===== src/core/mdw_cfg.svh =====
// offsets, fields, reset values and timing counts of the watchdog
`ifndef MDW_CFG_SVH
`define MDW_CFG_SVH

`define MDW_ADDR_W 12
`define MDW_DATA_W 8

`define MDW_SETUP_ADDR 12'h034
`define MDW_CODE_ADDR 12'h035
`define MDW_STATUS_ADDR 12'h03C

`define MDW_RUN_BIT 3
`define MDW_PERIOD_HI 2
`define MDW_PERIOD_LO 1
`define MDW_ACTION_BIT 0

`define MDW_RUN_INIT 1'h1
`define MDW_PERIOD_INIT 2'h0
`define MDW_ACTION_INIT 1'h1

`define MDW_CLEAR_CODE 8'h4E
`define MDW_DISABLE_CODE 8'hB1

`define MDW_TAP_LOW_DEF 16
`define MDW_RST_HOLD_CYC 5'h18

`endif


===== src/core/mdw_pkg.sv =====
// types shared by the watchdog design files
package mdw_pkg;

  typedef struct packed {
    logic wr;
    logic rd;
    logic [11:0] addr;
    logic [7:0] wdata;
  } mdw_bus_req_t;

  typedef struct packed {
    logic running;
    logic enable_bit;
    logic action;
    logic [1:0] period;
    logic [1:0] bin_count;
  } mdw_state_t;

  typedef enum logic [1:0] {
    MDW_RUN = 2'b00,
    MDW_HOLD_RST = 2'b01,
    MDW_IDLE = 2'b10
  } mdw_fsm_t;

endpackage : mdw_pkg


===== src/core/mdw_divider.sv =====
// prescaling divider with four selectable detection taps
`timescale 1ns/1ps
`default_nettype none
`include "mdw_cfg.svh"
module mdw_divider #(
  parameter int TAP_LOW = `MDW_TAP_LOW_DEF
) (
  input wire logic mclk,
  input wire logic srst,
  input wire logic advance,
  input wire logic [1:0] period_sel,
  output logic tick
);
  localparam int DW = TAP_LOW + 7;

  logic [DW-1:0] div_reg;
  logic [3:0] fall;

  // counts only on advance, not touched by the clear code
  always_ff @(posedge mclk) begin
    if (srst) begin
      div_reg <= '0;
    end else if (advance) begin
      div_reg <= div_reg + {{(DW-1){1'b0}}, 1'b1};
    end
  end

  // tap k falls when all bits up to it wrap; select 00 is the slowest
  genvar k;
  generate
    for (k = 0; k < 4; k++) begin : g_tap
      localparam int B = TAP_LOW + 6 - 2 * k;
      assign fall[k] = advance && (&div_reg[B:0]);
    end
  endgenerate

  assign tick = fall[period_sel];
endmodule : mdw_divider
`default_nettype wire


===== src/core/mdw_watchdog.sv =====
// malfunction detect watchdog with register port and reset pin drive
//
// The strobed register port and the register offsets were decided locally.
`timescale 1ns/1ps
`default_nettype none
`include "mdw_cfg.svh"
module mdw_watchdog
  import mdw_pkg::*;
#(
  parameter int TAP_LOW = `MDW_TAP_LOW_DEF
) (
  input wire logic mclk,
  input wire logic srst,
  input wire logic [11:0] reg_addr,
  input wire logic [7:0] reg_wdata,
  input wire logic reg_wr,
  input wire logic reg_rd,
  output logic [7:0] reg_rdata,
  input wire logic low_power_hold,
  output logic watchdog_overflow_irq,
  output logic watchdog_reset_req,
  input wire logic reset_pin_in,
  output logic reset_pin_out,
  output logic reset_pin_oe_n
);

  mdw_bus_req_t bus;
  mdw_state_t state;
  mdw_fsm_t fsm_reg;
  mdw_fsm_t fsm_next;

  logic run_reg;
  logic enable_bit_reg;
  logic action_reg;
  logic [1:0] period_reg;
  logic [1:0] bin_reg;
  logic [4:0] hold_reg;
  logic irq_reg;
  logic [7:0] rdata_reg;
  logic [2:0] pin_sync_reg;
  logic pin_low_reg;

  logic wr_setup;
  logic wr_code;
  logic clear_hit;
  logic disable_hit;
  logic advance;
  logic tick;
  logic overflow;

  assign bus = '{wr: reg_wr, rd: reg_rd, addr: reg_addr, wdata: reg_wdata};

  assign wr_setup = bus.wr && (bus.addr == `MDW_SETUP_ADDR);
  assign wr_code = bus.wr && (bus.addr == `MDW_CODE_ADDR);
  assign clear_hit = wr_code && (bus.wdata == `MDW_CLEAR_CODE);
  assign disable_hit = wr_code && (bus.wdata == `MDW_DISABLE_CODE)
                       && !enable_bit_reg;

  // counting only while enabled and not in a low power mode
  assign advance = run_reg && !low_power_hold && (fsm_reg == MDW_RUN);

  mdw_divider #(
    .TAP_LOW(TAP_LOW)
  ) u_div (
    .mclk(mclk),
    .srst(srst),
    .advance(advance),
    .period_sel(period_reg),
    .tick(tick)
  );

  assign overflow = tick && (bin_reg == 2'h3);

  // enable bit and run state
  always_ff @(posedge mclk) begin
    if (srst) begin
      enable_bit_reg <= `MDW_RUN_INIT;
      run_reg <= `MDW_RUN_INIT;
    end else begin
      if (wr_setup) begin
        enable_bit_reg <= bus.wdata[`MDW_RUN_BIT];
      end
      if (wr_setup && bus.wdata[`MDW_RUN_BIT]) begin
        run_reg <= 1'b1;
      end else if (disable_hit) begin
        run_reg <= 1'b0;
      end
    end
  end

  // detection period select
  always_ff @(posedge mclk) begin
    if (srst) begin
      period_reg <= `MDW_PERIOD_INIT;
    end else if (wr_setup) begin
      period_reg <= bus.wdata[`MDW_PERIOD_HI:`MDW_PERIOD_LO];
    end
  end

  // overflow action: once cleared to interrupt it stays there
  always_ff @(posedge mclk) begin
    if (srst) begin
      action_reg <= `MDW_ACTION_INIT;
    end else if (wr_setup) begin
      action_reg <= action_reg & bus.wdata[`MDW_ACTION_BIT];
    end
  end

  // two-stage binary counter, cleared by code or while disabled
  always_ff @(posedge mclk) begin
    if (srst) begin
      bin_reg <= 2'h0;
    end else if (!run_reg || clear_hit || fsm_reg != MDW_RUN) begin
      bin_reg <= 2'h0;
    end else if (tick) begin
      bin_reg <= bin_reg + 2'h1;
    end
  end

  // interrupt pulse, independent of any interrupt permit
  always_ff @(posedge mclk) begin
    if (srst) begin
      irq_reg <= 1'b0;
    end else begin
      irq_reg <= overflow && !action_reg;
    end
  end

  assign watchdog_overflow_irq = irq_reg;

  // reset request sequencing
  always_comb begin
    fsm_next = fsm_reg;
    unique case (fsm_reg)
      MDW_RUN: begin
        if (overflow && action_reg) begin
          fsm_next = MDW_HOLD_RST;
        end
      end
      MDW_HOLD_RST: begin
        if (hold_reg == `MDW_RST_HOLD_CYC) begin
          fsm_next = MDW_IDLE;
        end
      end
      MDW_IDLE: begin
        if (!pin_low_reg) begin
          fsm_next = MDW_RUN;
        end
      end
      default: begin
        fsm_next = MDW_RUN;
      end
    endcase
  end

  always_ff @(posedge mclk) begin
    if (srst) begin
      fsm_reg <= MDW_RUN;
    end else begin
      fsm_reg <= fsm_next;
    end
  end

  // length of the low pulse on the reset pin
  always_ff @(posedge mclk) begin
    if (srst) begin
      hold_reg <= 5'h00;
    end else if (fsm_reg == MDW_HOLD_RST) begin
      hold_reg <= hold_reg + 5'h01;
    end else begin
      hold_reg <= 5'h00;
    end
  end

  // reset pin read back; waits until the pin has risen again
  always_ff @(posedge mclk) begin
    if (srst) begin
      pin_sync_reg <= 3'h7;
      pin_low_reg <= 1'b0;
    end else begin
      pin_sync_reg <= {pin_sync_reg[1:0], reset_pin_in};
      if (pin_sync_reg[2] == pin_sync_reg[1]) begin
        pin_low_reg <= !pin_sync_reg[2];
      end
    end
  end

  // open drain drive: enable low pulls the pin low
  assign watchdog_reset_req = (fsm_reg == MDW_HOLD_RST);
  assign reset_pin_out = 1'b0;
  assign reset_pin_oe_n = (fsm_reg != MDW_HOLD_RST);

  // status read; setup and code registers read as zero
  assign state = '{running: run_reg, enable_bit: enable_bit_reg,
                   action: action_reg, period: period_reg,
                   bin_count: bin_reg};

  always_ff @(posedge mclk) begin
    if (srst) begin
      rdata_reg <= 8'h00;
    end else if (bus.rd && bus.addr == `MDW_STATUS_ADDR) begin
      rdata_reg <= {1'b0, state};
    end else begin
      rdata_reg <= 8'h00;
    end
  end

  assign reg_rdata = rdata_reg;

endmodule : mdw_watchdog
`default_nettype wire


===== config.mk =====
export PLATFORM = sky130hd
export DESIGN_NAME = mdw_watchdog
export DESIGN_NICKNAME = d
export VERILOG_FILES = /design/src/core/mdw_pkg.sv /design/src/core/mdw_divider.sv /design/src/core/mdw_watchdog.sv
export VERILOG_INCLUDE_DIRS = /design/src /design/src/core
export SDC_FILE = /design/constraint.sdc
export NUM_CORES = 1
export LEC_CHECK = 0
export BUFFER_PORTS_ARGS = -buffer_cell sky130_fd_sc_hd__buf_2
export CORE_MARGIN = 2
export CORE_UTILIZATION = 30
export DETAILED_ROUTE_END_ITERATION = 8
export PLACE_DENSITY = 0.46
export SYNTH_ARGS = -nofsm -noshare
export SYNTH_HDL_FRONTEND = slang
export SYNTH_HIERARCHICAL = 1
export SYNTH_SLANG_ARGS = --single-unit

===== constraint.sdc =====
create_clock -name mclk -period 3.4 [get_ports mclk]
set_input_delay 1.02 -clock mclk [delete_from_list [all_inputs] [get_ports mclk]]
set_output_delay 1.02 -clock mclk [all_outputs]
set_load 0.02 [all_outputs]

# == Yosys cells after proc, flatten, opt, wreduce, memory -nomap -nowiden ==
# Cells that the tools add are included.
# totals
ff_bits,50
in_bits,26
# op_classes
n_eq_ne,14
magnitude_cmp,1
add_sub_neg,3
n_bitwise,3
reduce_logical,34
muxes,6
# op_table
cell,count
$eq 12x6->1 const B,3
$add 23x1->23 const B,1
$reduce_and 23->1,1
$reduce_and 21->1,1
$reduce_and 19->1,1
$reduce_and 17->1,1
$logic_and 1x1->1,16
$eq 8x7->1 const B,1
$eq 8x8->1 const B,1
$reduce_or 2->1,4
$mux 2,3
$ne 2x1->1 const B,3
$pmux 2 s3,1
$add 5x1->5 const B,1
$eq 5x5->1 const B,1
$logic_not 1->1,5
$eq 2x2->1 const B,2
$lt 2x3->1 const B,1
$reduce_and 3->1,1
$add 2x1->2 const B,1
$bmux 1 s2,1
$eq 2x1->1 const B,1
$logic_not 2->1,1
$logic_or 1x1->1,2
6 further kinds,7

# == Longest topological paths before layout ==
# logic_depth
depth_word,10
mapped_depth,11
depth_no_buf,10

# == Cells and area by module ==
# Netlist, hierarchy kept.
# modules_own_cells
module,area_each_um2,instances,cells_per_inst
mdw_divider,1178.6,1,133
mdw_watchdog,1053.5,1,110

# == Worst setup path after synthesis ==
# No wires, ideal clock.
# synth_path
path_kind,in2reg
from,input low_power_hold
to,register fsm_reg[0]
path_buffers,1
setup_slack_ns,0.996
cell_stages,8
setup_ns,0.070
required_ns,3.330
t_arrival_ns,2.334
path_cell_list,nor2_1 -> buf_4 -> nand4_2 -> o31ai_1 -> nand2_1 -> nor3_1 -> nand2_1 -> a21oi_1
# synth_via
elab_chain_len,10
word_cells_on_any_way,13
classes_between,eq/ne: 1; mux: 2; reduce/logical: 10
# synth_lines
item,line_no,text
from (decl),mdw_watchdog.sv:19,"input wire logic low_power_hold,"
$logic_not 1->1 (*),mdw_watchdog.sv:60,assign advance = run_reg && !low_power_hold && (fsm_reg == MDW_RUN);
$logic_and 1x1->1 (*) (2 in series),mdw_watchdog.sv:60,
$logic_and 1x1->1,mdw_divider.sv:33,assign fall[k] = advance && (&div_reg[B:0]);
$bmux 1 s2 (*),mdw_divider.sv:37,assign tick = fall[period_sel];
$mux 1 (implied by the code) (*),mdw_divider.sv:37,
via tick,mdw_watchdog.sv:48,logic tick;
$logic_and 1x1->1 (*),mdw_watchdog.sv:72,assign overflow = tick && (bin_reg == 2'h3);
$logic_and 1x1->1 (*),mdw_watchdog.sv:136,if (overflow && action_reg) begin
$ne 2x1->1 (no line) (*),--,
$reduce_and 3->1 (no line) (*),--,
to (signal assigned),mdw_watchdog.sv:160,fsm_reg <= fsm_next;
to (decl),mdw_watchdog.sv:29,mdw_fsm_t fsm_reg;
# The timed path passes the listed nets; every way through them passes the cells marked *. The select of a mux whose other input is x is not followed.
# A chain may end at the register's enable or synchronous reset.

# == Final worst setup path ==
# layout_path
from,register run_reg
to,register fsm_reg[0]
# layout_via
elab_chain_len,9
word_cells_on_any_way,12
classes_between,eq/ne: 1; mux: 2; reduce/logical: 9
# layout_lines
item,line_no,text
from (decl),mdw_watchdog.sv:32,logic run_reg;
from (signal assigned),mdw_watchdog.sv:78,run_reg <= `MDW_RUN_INIT;
$logic_and 1x1->1 (*) (2 in series),mdw_watchdog.sv:60,
via advance,mdw_watchdog.sv:47,logic advance;
$logic_and 1x1->1,mdw_divider.sv:33,
$bmux 1 s2 (*),mdw_divider.sv:37,
$mux 1 (implied by the code) (*),mdw_divider.sv:37,
via tick,mdw_watchdog.sv:48,
$logic_and 1x1->1 (*),mdw_watchdog.sv:72,
$logic_and 1x1->1 (*),mdw_watchdog.sv:136,
$ne 2x1->1 (no line) (*),--,
$reduce_and 3->1 (no line) (*),--,
# Marked as above.

==> impl_summary.md <==
Outcome
The flow ran to the end, and the final reports show no timing, DRC or antenna violations.

Clock network
The clock tree from TritonCTS is yes. The tree built by TritonCTS fans out to 49 sinks. After clock tree synthesis, the clock-pin slew on the worst setup and hold paths is 90 ps. The count of cells resized by post-cts repair is 0. After clock tree synthesis, the flow added hold-fix buffers numbering 0. The root buffer cell is sky130_fd_sc_hd__clkbuf_8.

The maximum root-to-sink buffer count is 2. Clock tree synthesis inserted a total of 5 buffers. The later pin in the worst-skew pair is clocked with a latency of 300 ps. The H-tree was split into 2 levels. Buffers added to address setup during post-CTS repair amount to 0.

Layout
The final layout net count is 311. The number of flip-flops under the largest register name is 23. The number of antenna diodes is 0. Cells with a size suffix above 1 make up 24.2% of the layout. Relative to the synthesized area, the layout overhead comes to 16.5%.

The final non-filler cell total is 380. Once layout is done, the placed cells without fillers occupy 2600 sq um. At the end of the flow the core is filled with cells to 36.1%.

Synthesis
In the synthesized netlist the dominant register cell turns out to be sky130_fd_sc_hd__dfxtp_1. Yosys printed 6 warnings. The synthesized area divided by synthesized cell count is 9.19 sq um. The netlist uses 51 different library cells.

Synthesis produced a netlist whose cell count is 243. The async set-or-reset flop fraction in the synthesized netlist is 0%. The cell area that synthesis handed to floorplanning was 2230 sq um. The number of synthesized register bits is 49. The sequential element share of the synthesized area is 43.9%. The number of enable flip-flop cells after synthesis is 0.

Detailed routing
For this block, the initial DRC count from the detailed router was 69. In the final routed layout, each cell accounts on average for 11.4 microns. The number of search-and-repair iterations in the first detailed-routing pass is 4.

After detailed routing, the number of vias per cell comes to 4.53. The residual antenna-violating net count after detailed routing is 0. The routed design has 4.32 mm of wire. The routed layout has 1,720 vias.

In the routed design, unresolved DRC markers number 0.

STA
Setup repair after global routing left no endpoint under its margin. The number of max-slew violations in the final report is 0. For the pin with the worst max-slew slack, the measured transition is 694 ps. The total negative setup slack is 0 ps. The time the final worst path needs with I/O delays and setup is 2500 ps.

The number of endpoints failing setup at the final stage is 0. The setup clock skew after layout is 10.5 ps. Dividing the final minimum period by the clock period gives 73.5%. Headroom to the max-slew limit came out at 53.7%. The count of endpoints failing hold in the final timing report is 0.

For this run, the top clock speed supported by timing is 400 MHz.

Setup path
The destination of the worst register-to-register timing path is fsm_reg[0]$_SDFFE_PP0P_. Data arrives at the worst endpoint at 2730 ps. In this run the worst path has a maximum fanout of 10. The type of destination of the critical path is a register. The worst reg2reg path startpoint is run_reg$_SDFFE_PP1P_. The critical path is of the reg2reg type. For flop-to-flop paths, the worst setup slack is 900 ps.

The worst endpoint required time is 3630 ps. Measured in cells, the most critical reg-to-reg path has a length of 8. The startpoint kind of the worst setup timing path is a register.

Min path
The worst-case hold path end point is pin_sync_reg[1]$_SDFF_PP1_. The number of cells on the worst hold path is 1. The classification of the worst-slack hold path is reg2reg. The startpoint of the tightest hold check path is pin_sync_reg[0]$_SDFF_PP1_.

Power
In this run the static leakage power is 1.03 nW. Dividing total power by cell area gives a power density of 378 nW/um^2. IR analysis of the VDD net gives a maximum drop of 0.132 mV.

Floorplanning
In this run the core area contains 31 standard-cell rows. The effective utilization at floorplan is 30.9%. The floorplan step defined a die boundary enclosing 8150 sq um. The floorplan step set the die height to 90.3 microns. The count of boundary I/O pins is 38. The core region is 7210 sq um.

Measured along the x axis, the die boundary spans 90.3 microns.

Run
The tool flagged a number of max-cap violations equal to 0.

Placement
The number of buffers inserted by port buffering is 35. The area of placed instances is 2500 sq um. The HPWL reported at the end of detailed placement is 3.21 mm. Routability-driven placement finished with a final weighted congestion of 0.773. Once placement completed, the tool counted placed cells totaling 372.

GRT
Across every metal layer, demand over resource in global routing totals 10.9%. The number of antenna violations at the first check in global routing is 0. Entering global routing, the biggest net connects 41 pins. The total congestion overflow after global routing is 0. The number of global-route vias before repair is 1,594. The first global-routing pass estimated 7.27 mm of wire.
metal layers:
metal / part of all wire [%] / GRT usage, % / vias up
met5: 0 / 0 / -
met4: 1.9 / 4.62 / 0
met3: 2.4 / 2.25 / 7
met2: 44 / 16.8 / 17
met1: 52 / 14.8 / 779
li1: - / - / 917
report_power, final:
part	switching [W]	total [W]	internal, W
Combinational	0.0000246	0.0000461	0.0000216
Clock	0.000190	0.000355	0.000165
Sequential	0.00000380	0.000581	0.000577
Yosys cell counts, types with 4 or more instances:
master	n	area (sq um)
sky130_fd_sc_hd__inv_1	10	37.5
sky130_fd_sc_hd__and2_2	6	45.0
sky130_fd_sc_hd__nand3_1	10	50.1
sky130_fd_sc_hd__nand4_1	6	37.5
sky130_fd_sc_hd__nor2_1	35	131
sky130_fd_sc_hd__a21oi_1	11	55.1
sky130_fd_sc_hd__mux2i_1	5	50.1
sky130_fd_sc_hd__nor2b_1	4	25.0
sky130_fd_sc_hd__buf_4	4	30.0
sky130_fd_sc_hd__xor2_1	6	52.6
sky130_fd_sc_hd__ha_1	5	62.6
sky130_fd_sc_hd__nor3_1	7	35.0
sky130_fd_sc_hd__dfxtp_1	49	981
sky130_fd_sc_hd__nor4_1	4	25.0
sky130_fd_sc_hd__and3_1	4	25.0
sky130_fd_sc_hd__nand2_1	15	56.3
sky130_fd_sc_hd__xnor2_1	9	78.8
sky130_fd_sc_hd__nand4b_1	4	35.0
worst max path at each step:
stage,to,startpoint,slack (ps)
final,fsm_reg[0]$_SDFFE_PP0P_,run_reg$_SDFFE_PP1P_,900
after global placement,fsm_reg[0]$_SDFFE_PP0P_,low_power_hold,690
after detailed placement,fsm_reg[0]$_SDFFE_PP0P_,low_power_hold,630
after CTS,fsm_reg[0]$_SDFFE_PP0P_,run_reg$_SDFFE_PP1P_,900
after global routing,fsm_reg[0]$_SDFFE_PP0P_,run_reg$_SDFFE_PP1P_,710
after floorplan,fsm_reg[0]$_SDFFE_PP0P_,low_power_hold,1000
worst max-delay path, cell delays in order, from the launching register on:
cell and delay (ps):
sky130_fd_sc_hd__dfxtp_1 380, sky130_fd_sc_hd__or3b_2 470, sky130_fd_sc_hd__nor2_1 200, sky130_fd_sc_hd__nand4_2 300, sky130_fd_sc_hd__o31ai_1 560, sky130_fd_sc_hd__nand2_1 160
sky130_fd_sc_hd__nor3_1 160, sky130_fd_sc_hd__nand2_1 70, sky130_fd_sc_hd__a21oi_1 130
layout by cell type, fill, tap and decap left out, types with 7 or more instances in the layout:
cell / n
sky130_fd_sc_hd__inv_1: 10
sky130_fd_sc_hd__xnor2_1: 9
sky130_fd_sc_hd__nor3_1: 7
sky130_fd_sc_hd__nand2_1: 15
sky130_fd_sc_hd__nor2_1: 35
sky130_fd_sc_hd__nand3_1: 10
sky130_fd_sc_hd__dfxtp_1: 49
sky130_fd_sc_hd__a21oi_1: 11
sky130_fd_sc_hd__buf_2: 35
cells by family after synthesis:
family / synth area share (%)
xor gates and xnor gates: 5.89
DFF: 43.9
AOI/OAI and AO/OA: 7.01
muxes: 3.76
adders and majority gates: 2.80
buffers and inverters: 3.70
other: 0.168
and+or+nand+nor: 32.7
metrics by stage:
step	power (W)	setup WS [ps]	hold slack, ps
6_report	0.000982	902	415
5_1_grt	0.00103	710	431
4_1_cts	0.00100	897	417
3_5_place_dp	0.000642	629	394
3_3_place_gp	0.000641	691	393
2_1_floorplan	0.000621	996	389
layout make-up:
cell class / instances / area (sq um)
multi-input combinational: 177 / 1170
fill: 773 / 4610
timing repair buffer: 37 / 190
clock buffer: 6 / 82.6
inverter: 10 / 37.5
clock inverter: 2 / 13.8
tap: 99 / 124
sequential: 49 / 981
No activity file was read; power rests on OpenSTA's default activity.
